[config.mk]
export PLATFORM = sky130hd
export DESIGN_NAME = deser_cfg_bank
export DESIGN_NICKNAME = d
export VERILOG_FILES = /design/src/core/deser_cfg_pkg.sv /design/src/core/cfg_bus_slave.sv /design/src/core/deser_cfg_bank.sv
export VERILOG_INCLUDE_DIRS = /design/src /design/src/core
export SDC_FILE = /design/constraint.sdc
export NUM_CORES = 1
export LEC_CHECK = 0
export ABC_AREA = 1
export ABC_CLOCK_PERIOD_IN_PS = 1800
export BUFFER_PORTS_ARGS = -buffer_cell sky130_fd_sc_hd__buf_2
export CORE_UTILIZATION = 60
export DETAILED_ROUTE_END_ITERATION = 6
export GPL_ROUTABILITY_DRIVEN = 0
export PLACE_DENSITY_LB_ADDON = 0.05
export SYNTH_ARGS = -nofsm -noshare
export SYNTH_HDL_FRONTEND = slang
export SYNTH_HIERARCHICAL = 1
export SYNTH_SLANG_ARGS = --single-unit
[constraint.sdc]
create_clock -name CLOCK -period 1.8 [get_ports CLOCK]
set_input_delay 0.18 -clock CLOCK [delete_from_list [all_inputs] [get_ports CLOCK]]
set_output_delay 0.18 -clock CLOCK [all_outputs]
set_load 0.02 [all_outputs]
[src/core/deser_cfg_params.svh]
// Offsets, field positions, reset values and timing counts of the configuration bank
`ifndef DESER_CFG_PARAMS_SVH
`define DESER_CFG_PARAMS_SVH
`define OFS_ADDR_OVR 8'h00
`define OFS_PWR_RST 8'h01
`define OFS_OUT_CFG 8'h02
`define RST_ADDR_OVR 8'h00
`define RST_PWR_RST 8'h04
`define RST_OUT_CFG 8'h00
`define BIT_ADDR_SEL 0
`define BIT_AUTO_PD 7
`define BIT_BC_EN 2
`define BIT_FULL_RST 1
`define BIT_DP_RST 0
`define BIT_OE 7
`define BIT_PIN_OVR 6
`define BIT_OSC_EN 5
`define BIT_OSS 4
`define BIT_BCM_OVR 3
`define BIT_BCM 2
`define BIT_LF_OVR 1
`define BIT_LF 0
`define STRAP_ADDR_BASE 7'h2C
`define MODE_BC_INDEX 4'h8
`define CLK_PERIOD_NS 100
`define SOFT_RST_NS 400
`define SOFT_RST_CYC (((`SOFT_RST_NS) + (`CLK_PERIOD_NS) - 1) / (`CLK_PERIOD_NS))
`endif

[src/core/deser_cfg_pkg.sv]
// State type of the serial bus slave that serves the configuration bank
package deser_cfg_pkg;
  typedef enum logic [2:0] {
    ST_IDLE = 3'b000,
    ST_ADDR = 3'b001,
    ST_ACK = 3'b010,
    ST_WRITE = 3'b011,
    ST_READ = 3'b100,
    ST_RACK = 3'b101
  } bus_state_t;
endpackage

[src/core/cfg_bus_slave.sv]
// Two-wire serial bus slave with register pointer, byte writes and byte reads
`timescale 1ns/10ps
module cfg_bus_slave
(
  // Clock and reset
  input wire logic clk,
  input wire logic rst_n,
  // Bus pins, open drain
  input wire logic scl_i,
  input wire logic sda_i,
  output logic sda_oe,
  // Target address and register port
  input wire logic [6:0] dev_addr,
  output logic [7:0] reg_ptr,
  input wire logic [7:0] rd_data,
  output logic wr_stb,
  output logic [7:0] wr_addr,
  output logic [7:0] wr_data
);
  deser_cfg_pkg::bus_state_t state_q;
  logic scl_q, sda_q, rw_q, have_ptr_q, sda_oe_q, wr_stb_q;
  logic [3:0] cnt_q;
  logic [7:0] shift_q, ptr_q, wr_addr_q;
  logic scl_rise, scl_fall, start_c, stop_c, addr_hit, byte_end;

  // Edge, start and stop decode from the sampled lines
  assign scl_rise = scl_i & ~scl_q;
  assign scl_fall = ~scl_i & scl_q;
  assign start_c = scl_i & scl_q & sda_q & ~sda_i;
  assign stop_c = scl_i & scl_q & ~sda_q & sda_i;
  assign addr_hit = (shift_q[7:1] == dev_addr);
  assign byte_end = (cnt_q == 4'h8);
  assign sda_oe = sda_oe_q;
  assign reg_ptr = ptr_q;
  assign wr_stb = wr_stb_q;
  assign wr_addr = wr_addr_q;
  assign wr_data = shift_q;

  // Protocol sequencer; the line is only ever pulled low or released
  always_ff @(posedge clk or negedge rst_n)
  begin
    if (!rst_n)
    begin
      state_q <= deser_cfg_pkg::ST_IDLE;
      {scl_q, sda_q, rw_q, have_ptr_q, sda_oe_q, wr_stb_q} <= 6'h3C;
      cnt_q <= 4'h0;
      shift_q <= 8'h00;
      ptr_q <= 8'h00;
      wr_addr_q <= 8'h00;
    end
    else
    begin
      scl_q <= scl_i;
      sda_q <= sda_i;
      wr_stb_q <= 1'b0;
      if (start_c)
      begin
        state_q <= deser_cfg_pkg::ST_ADDR;
        cnt_q <= 4'h0;
        have_ptr_q <= 1'b0;
        sda_oe_q <= 1'b0;
      end
      else if (stop_c)
      begin
        state_q <= deser_cfg_pkg::ST_IDLE;
        sda_oe_q <= 1'b0;
      end
      else
        case (state_q)
          deser_cfg_pkg::ST_ADDR, deser_cfg_pkg::ST_WRITE:
            if (scl_rise)
            begin
              shift_q <= {shift_q[6:0], sda_i};
              cnt_q <= cnt_q + 4'h1;
            end
            else if (scl_fall && byte_end)
            begin
              cnt_q <= 4'h0;
              if (state_q == deser_cfg_pkg::ST_WRITE)
              begin
                sda_oe_q <= 1'b1;
                state_q <= deser_cfg_pkg::ST_ACK;
                have_ptr_q <= 1'b1;
                if (have_ptr_q)
                begin
                  wr_stb_q <= 1'b1;
                  wr_addr_q <= ptr_q;
                  ptr_q <= ptr_q + 8'h01;
                end
                else
                  ptr_q <= shift_q;
              end
              else if (addr_hit)
              begin
                sda_oe_q <= 1'b1;
                rw_q <= shift_q[0];
                state_q <= deser_cfg_pkg::ST_ACK;
              end
              else
                state_q <= deser_cfg_pkg::ST_IDLE;
            end
          deser_cfg_pkg::ST_ACK:
            if (scl_fall)
            begin
              cnt_q <= 4'h0;
              if (rw_q)
              begin
                state_q <= deser_cfg_pkg::ST_READ;
                shift_q <= {rd_data[6:0], 1'b0};
                sda_oe_q <= ~rd_data[7];
                ptr_q <= ptr_q + 8'h01;
              end
              else
              begin
                sda_oe_q <= 1'b0;
                state_q <= deser_cfg_pkg::ST_WRITE;
              end
            end
          deser_cfg_pkg::ST_READ:
            if (scl_rise)
              cnt_q <= cnt_q + 4'h1;
            else if (scl_fall && byte_end)
            begin
              sda_oe_q <= 1'b0;
              state_q <= deser_cfg_pkg::ST_RACK;
            end
            else if (scl_fall)
            begin
              sda_oe_q <= ~shift_q[7];
              shift_q <= {shift_q[6:0], 1'b0};
            end
          deser_cfg_pkg::ST_RACK:
            if (scl_rise)
              state_q <= sda_i ? deser_cfg_pkg::ST_IDLE : deser_cfg_pkg::ST_ACK;
          default:
            state_q <= deser_cfg_pkg::ST_IDLE;
        endcase
    end
  end
endmodule // cfg_bus_slave

[src/core/deser_cfg_bank.sv]
// Configuration front end: target address, power and soft reset control, output config
//
// Behaviour
// - Answer at one of sixteen selectable addresses
// - Strap index picks address 0x2C upward to 0x3B
// - Bus lines only pulled low or released
// - Register address bits override strap when enabled
// - Auto power-down while forward link absent
// - Back channel enable bit, on after reset
// - Full reset bit resets registers, self-clears
// - Datapath reset bit keeps registers, self-clears
// - Output enable bit, off after reset; outputs follow pin until override set
// - Override bit hands pin controls to register
// - Oscillator clock on pixel clock when unlocked
// - Sleep state select governs outputs while unlocked
// - Backward mode from register or mode strap
// - Low frequency mode from register or strap
// - Low frequency bit selects pixel clock range
// - Mode strap decodes four mode flags
`timescale 1ns/10ps
`include "deser_cfg_params.svh"
module deser_cfg_bank
#(
  parameter int unsigned RST_CYCLES = `SOFT_RST_CYC
)
(
  // Clock and power-down reset
  input wire logic CLOCK,
  input wire logic RESETN,
  // Serial configuration bus, open drain
  input wire logic SCL_I,
  output logic SCL_O,
  output logic SCL_OE,
  input wire logic SDA_I,
  output logic SDA_O,
  output logic SDA_OE,
  // Straps and control pins
  input wire logic [3:0] ADDRESS_STRAP_PIN,
  input wire logic [3:0] MODE_STRAP_PIN,
  input wire logic OUTPUT_ENABLE_PIN,
  input wire logic OUTPUT_SLEEP_STATE_SELECT_PIN,
  input wire logic LINK_DETECT,
  input wire logic LOCK,
  // Resulting configuration
  output logic [6:0] TARGET_ADDR,
  output logic POWER_DOWN,
  output logic BACK_CHANNEL_ENABLE,
  output logic OUTPUT_ENABLE,
  output logic OUTPUT_SLEEP_STATE_SELECT,
  output logic OSC_ON_PCLK,
  output logic BACKWARD_COMPAT_MODE,
  output logic LOW_FREQUENCY_MODE,
  output logic REPEATER_MODE,
  output logic AUDIO_CHANNEL_B_MODE,
  output logic DATAPATH_RESET_N
);
  localparam int CW = $clog2(RST_CYCLES + 1);
  localparam logic [7:0] PWR_RST_VAL = `RST_PWR_RST;

  logic [7:0] addr_ovr_q, cfg_q;
  logic auto_pd_q, bc_en_q, strap_done_q;
  logic [3:0] strap_addr_q, strap_mode_q;
  logic [CW-1:0] full_cnt_q, dp_cnt_q;
  logic [7:0] reg_ptr, rd_data, wr_addr, wr_data, pwr_rd;
  logic wr_stb, sda_oe_c;

  // Bus slave; the clock line is never stretched
  cfg_bus_slave u_slave
  (
    .clk(CLOCK),
    .rst_n(RESETN),
    .scl_i(SCL_I),
    .sda_i(SDA_I),
    .sda_oe(sda_oe_c),
    .dev_addr(TARGET_ADDR),
    .reg_ptr(reg_ptr),
    .rd_data(rd_data),
    .wr_stb(wr_stb),
    .wr_addr(wr_addr),
    .wr_data(wr_data)
  );

  // Open-drain lines only ever pull low
  assign SCL_O = 1'b0;
  assign SCL_OE = 1'b0;
  assign SDA_O = 1'b0;
  assign SDA_OE = sda_oe_c;

  // Write decode; writes are ignored while a full reset runs
  logic full_busy, dp_busy, wr_ok, wr_ovr, wr_pwr, wr_cfg, start_full, start_dp;
  assign full_busy = (full_cnt_q != '0);
  assign dp_busy = (dp_cnt_q != '0);
  assign wr_ok = wr_stb & ~full_busy;
  assign wr_ovr = wr_ok & (wr_addr == `OFS_ADDR_OVR);
  assign wr_pwr = wr_ok & (wr_addr == `OFS_PWR_RST);
  assign wr_cfg = wr_ok & (wr_addr == `OFS_OUT_CFG);
  assign start_full = wr_pwr & wr_data[`BIT_FULL_RST];
  assign start_dp = wr_pwr & wr_data[`BIT_DP_RST];

  // Read mux; reserved bits zero, reset bits show only while running
  assign pwr_rd = {auto_pd_q, 4'h0, bc_en_q, full_busy, dp_busy};
  assign rd_data = (reg_ptr == `OFS_ADDR_OVR) ? addr_ovr_q :
                   (reg_ptr == `OFS_PWR_RST) ? pwr_rd :
                   (reg_ptr == `OFS_OUT_CFG) ? cfg_q : 8'h00;

  // Mode strap decode: indices 0-7 walk three flags, index 8 is backward mode
  logic mode_lo, mode_lf, mode_rep, mode_i2sb, mode_bc;
  assign mode_lo = ~strap_mode_q[3];
  assign mode_lf = mode_lo & strap_mode_q[2];
  assign mode_rep = mode_lo & strap_mode_q[1];
  assign mode_i2sb = mode_lo & strap_mode_q[0];
  assign mode_bc = (strap_mode_q == `MODE_BC_INDEX);

  // Address and effective mode selection
  logic [6:0] strap_addr, target_d;
  logic pin_ovr, oe_d, oss_d, bcm_d, lf_d;
  assign strap_addr = `STRAP_ADDR_BASE + {3'b000, strap_addr_q};
  assign target_d = addr_ovr_q[`BIT_ADDR_SEL] ? addr_ovr_q[7:1] : strap_addr;
  assign pin_ovr = cfg_q[`BIT_PIN_OVR];
  assign oe_d = pin_ovr ? cfg_q[`BIT_OE] : OUTPUT_ENABLE_PIN;
  assign oss_d = pin_ovr ? cfg_q[`BIT_OSS] : OUTPUT_SLEEP_STATE_SELECT_PIN;
  assign bcm_d = cfg_q[`BIT_BCM_OVR] ? cfg_q[`BIT_BCM] : mode_bc;
  assign lf_d = cfg_q[`BIT_LF_OVR] ? cfg_q[`BIT_LF] : mode_lf;

  // Straps are caught once after power-down release, so mode changes need one
  always_ff @(posedge CLOCK or negedge RESETN)
  begin
    if (!RESETN)
    begin
      strap_done_q <= 1'b0;
      strap_addr_q <= 4'h0;
      strap_mode_q <= 4'h0;
    end
    else if (!strap_done_q)
    begin
      strap_done_q <= 1'b1;
      strap_addr_q <= ADDRESS_STRAP_PIN;
      strap_mode_q <= MODE_STRAP_PIN;
    end
  end

  // Software registers; a running full reset holds them at reset values
  always_ff @(posedge CLOCK or negedge RESETN)
  begin
    if (!RESETN)
    begin
      addr_ovr_q <= `RST_ADDR_OVR;
      {auto_pd_q, bc_en_q} <= {PWR_RST_VAL[`BIT_AUTO_PD], PWR_RST_VAL[`BIT_BC_EN]};
      cfg_q <= `RST_OUT_CFG;
    end
    else if (full_busy)
    begin
      addr_ovr_q <= `RST_ADDR_OVR;
      {auto_pd_q, bc_en_q} <= {PWR_RST_VAL[`BIT_AUTO_PD], PWR_RST_VAL[`BIT_BC_EN]};
      cfg_q <= `RST_OUT_CFG;
    end
    else
    begin
      if (wr_ovr)
        addr_ovr_q <= wr_data;
      if (wr_pwr)
      begin
        auto_pd_q <= wr_data[`BIT_AUTO_PD];
        bc_en_q <= wr_data[`BIT_BC_EN];
      end
      if (wr_cfg)
        cfg_q <= wr_data;
    end
  end

  // Self-clearing reset timers
  always_ff @(posedge CLOCK or negedge RESETN)
  begin
    if (!RESETN)
    begin
      full_cnt_q <= '0;
      dp_cnt_q <= '0;
    end
    else
    begin
      if (start_full)
        full_cnt_q <= CW'(RST_CYCLES);
      else if (full_busy)
        full_cnt_q <= full_cnt_q - CW'(1);
      if (start_dp)
        dp_cnt_q <= CW'(RST_CYCLES);
      else if (dp_busy)
        dp_cnt_q <= dp_cnt_q - CW'(1);
    end
  end

  // Registered configuration outputs
  always_ff @(posedge CLOCK or negedge RESETN)
  begin
    if (!RESETN)
    begin
      TARGET_ADDR <= `STRAP_ADDR_BASE;
      POWER_DOWN <= 1'b0;
      BACK_CHANNEL_ENABLE <= PWR_RST_VAL[`BIT_BC_EN];
      OUTPUT_ENABLE <= 1'b0;
      OUTPUT_SLEEP_STATE_SELECT <= 1'b0;
      OSC_ON_PCLK <= 1'b0;
      BACKWARD_COMPAT_MODE <= 1'b0;
      LOW_FREQUENCY_MODE <= 1'b0;
      REPEATER_MODE <= 1'b0;
      AUDIO_CHANNEL_B_MODE <= 1'b0;
      DATAPATH_RESET_N <= 1'b0;
    end
    else
    begin
      TARGET_ADDR <= target_d;
      POWER_DOWN <= auto_pd_q & ~LINK_DETECT;
      BACK_CHANNEL_ENABLE <= bc_en_q;
      OUTPUT_ENABLE <= oe_d;
      OUTPUT_SLEEP_STATE_SELECT <= oss_d;
      OSC_ON_PCLK <= cfg_q[`BIT_OSC_EN] & ~LOCK;
      BACKWARD_COMPAT_MODE <= bcm_d;
      LOW_FREQUENCY_MODE <= lf_d; // High means 5 to under 15 MHz
      REPEATER_MODE <= mode_rep;
      AUDIO_CHANNEL_B_MODE <= mode_i2sb;
      DATAPATH_RESET_N <= ~(full_busy | dp_busy);
    end
  end
endmodule // deser_cfg_bank

==> flow_summary.ini <==
[run_status]
status = completed

[floorplan]
core.rowCount = 31
dieArea_mm2 = 0.00799
die_w_um = 89.4
start_util = 0.625
pin_count = 37
core_mm2 = 0.00733
die_h_um = 89.4

[detailed_routing]
drt_wl_total_um = 10500
vias_per_cell = 5.37
post-route-drc-count = 0
ant_nets = 0
drt_pass1_iterations = 7
dr.first_iter.drc_count = 213
vias = 3977
wire_per_inst_um = 14.1

[timing]
slew_headroom = 0.661
fmax_ghz = 0.573
maxSlewViolCount = 0
finalHoldViolCount = 0
finalClockSkew_ns = 0.00657
worstMarginPinSlew_ns = 0.509
holdWs_ns = 0.0389
setup_tns_ns = 0
layout_min_cycle_time_ns = 1.75
post-route-period-util = 0.970
setup_viol = 0

[power_and_ir_drop]
power.density_mw_per_mm2 = 971
power_mw = 5.18
total_leakage_power_nw = 2.78
ir_drop_mv = 0.605

[worst_hold_path]
holdCritPathClass = input port to register

[global_route]
grt_pass1_wl_um = 16800
grtUsageTotal = 0.285
antenna_found_initial = 0
grt_start_max_net_pins = 40
gr-total-overflow = 0
grt_pass1_vias = 3612

[layout]
diodes = 0
nNetsFinal = 661
fin_cells = 741
drive_gt1_frac = 0.223
mostFrequentLayoutCells = nand2_1, dfrtp_1, inv_1
final_area_mm2 = 0.00533
areaGrowthSynthToFinish_pct = 16.3
layout_commonest_cell = nand2_1

[clocking]
cts_tree = done
cts_made_buffers = 9
ctsRootBufferMaster = clkbuf_8
cts_sinks = 87
clk_pin_slew_worst_paths_ns = 0.09
clk_latency_ns = 0.37
htreeDepth = 3
clockBufferDepth = 2

[logic_synthesis]
ys_seq_area_frac = 0.477
synth_area_leaders = dfrtp_1, nand2_1, nand3_1, inv_1, dfstp_2
ys.warnings.count = 6
yosysTopAreaCell = dfrtp_1
syn_avg_cell_area_um2 = 8.01
synth_top_area_frac = 0.426
netlist-cell-type-count = 36
syn-instance-count = 572
syn_area_mm2 = 0.00458
synth-seq-cells = 87

[worst_setup_path]
critPathKind = register to register
start_kind = register
arrival_ns = 2.04
critPathRequiredTime_ns = 2.10
crit_fanout = 6
end_kind = register

[placement]
dpl-instance-area_mm2 = 0.00495
dpl.cell_count = 712
port_buffers = 33
dp_hpwl_um = 7520

[job]
maxCapViolations = 0
-- path summary, 6_finish.rpt --
kind / startpoint / endpoint / slack, ns / cells past startpoint
max: u_slave/state_q[0] / u_slave/rw_q / 0.05 / 7
min: MODE_STRAP_PIN[2] / strap_mode_q[2] / 0.04 / 2
max reg2reg: u_slave/state_q[0] / u_slave/rw_q / 0.05 / 7
min reg2reg: bc_en_q / BACK_CHANNEL_ENABLE / 0.39 / 0
max in group asynchronous: RESETN / u_slave/rw_q / 0.84 / 3
min in group asynchronous: RESETN / u_slave/wr_addr[6] / 0.32 / 2
-- worst max-delay path, cell delays in order (launching register included) --
cell	delay [ns]
dfrtp_1	0.53
nand2_1	0.17
nor2_1	0.28
nand2_1	0.11
nor3_1	0.25
nand3_1	0.12
o21ai_0	0.16
inv_1	0.06
-- metrics by stage --
stage                     worst slack, ns  utilization
after floorplan                     0.169            -
after global placement             0.0931        0.675
after detailed placement           0.0437        0.675
after CTS                          0.0346        0.713
after global routing              -0.0215        0.727
final                              0.0533        0.727
-- repair_timing --
item | in CTS | in global routing
hold endpoints to repair | 36 | 0
endpoints found under the setup margin | 0 | 18
buffers inserted | 0 | 7
hold buffers | 5 | 0
gates resized for setup | 0 | 13
-- final cells by class --
cell class / instances / area (um^2)
clock buffers: 9 / 124
clock inverters: 7 / 103
fillers: 586 / 2000
inverters: 72 / 270
multi-input cells: 402 / 2090
flip-flops and latches: 87 / 2190
well taps: 99 / 124
repair buffers: 65 / 433
-- report_power, final --
group	switching, mW	total, mW	internal [mW]
sequential	0.270	2.43	2.16
clock	0.746	1.55	0.804
combinational	0.736	1.20	0.463
total	1.75	5.18	3.42
-- synth_stat cells, drive strengths merged --
| master | instances |
|---|---|
| xor2 | 4 |
| or2 | 1 |
| and2 | 1 |
| nor2 | 58 |
| dfstp | 9 |
| nand3 | 60 |
| dfrtp | 78 |
| o22ai | 3 |
| mux2i | 2 |
| nand4 | 8 |
| ha | 8 |
| o221ai | 1 |
| conb | 2 |
| xnor2 | 8 |
| mux2 | 3 |
| inv | 72 |
| buf | 13 |
| nand3b | 1 |
| clkbuf | 1 |
| nand2 | 172 |
| a21oi | 13 |
| o21ai | 46 |
| o211ai | 2 |
| nor3 | 6 |
-- state kept, by name, indices dropped and copies added (netlist names), 3 cells and up --
name	flops
addr_ovr_q	8
cfg_q	8
u_slave/reg_ptr	8
u_slave/wr_addr	8
u_slave/wr_data	8
TARGET_ADDR	7
strap_addr_q	4
strap_mode_q	4
u_slave/cnt_q	4
dp_cnt_q	3
full_cnt_q	3
u_slave/state_q	3
-- layer usage --
layer | wire (um) | global-route usage | vias to the layer above | share of wire
met4 | 253 | 0.0996 | 0 | 0.024
li1 | - | - | 1944 | -
met2 | 5220 | 0.477 | 138 | 0.50
met5 | 0 | 0 | - | 0
met1 | 4460 | 0.365 | 1868 | 0.43
met3 | 529 | 0.0646 | 27 | 0.051
-- cells by family (layout without fill, tap and decap cells) --
group | Yosys count | count (layout) | synth area share
flip-flops | 87 | 87 | 0.477
AND/OR/NAND/NOR | 307 | 308 | 0.301
multiplexers | 5 | 5 | 0.0117
AO/OA/AOI/OAI | 65 | 65 | 0.0844
other | 2 | 4 | 0.00164
adder cells (fa/ha/maj) | 8 | 8 | 0.0218
XOR/XNOR | 12 | 12 | 0.0229
buffers and inverters | 86 | 153 | 0.0794
Power figures use the tool's default switching activity.
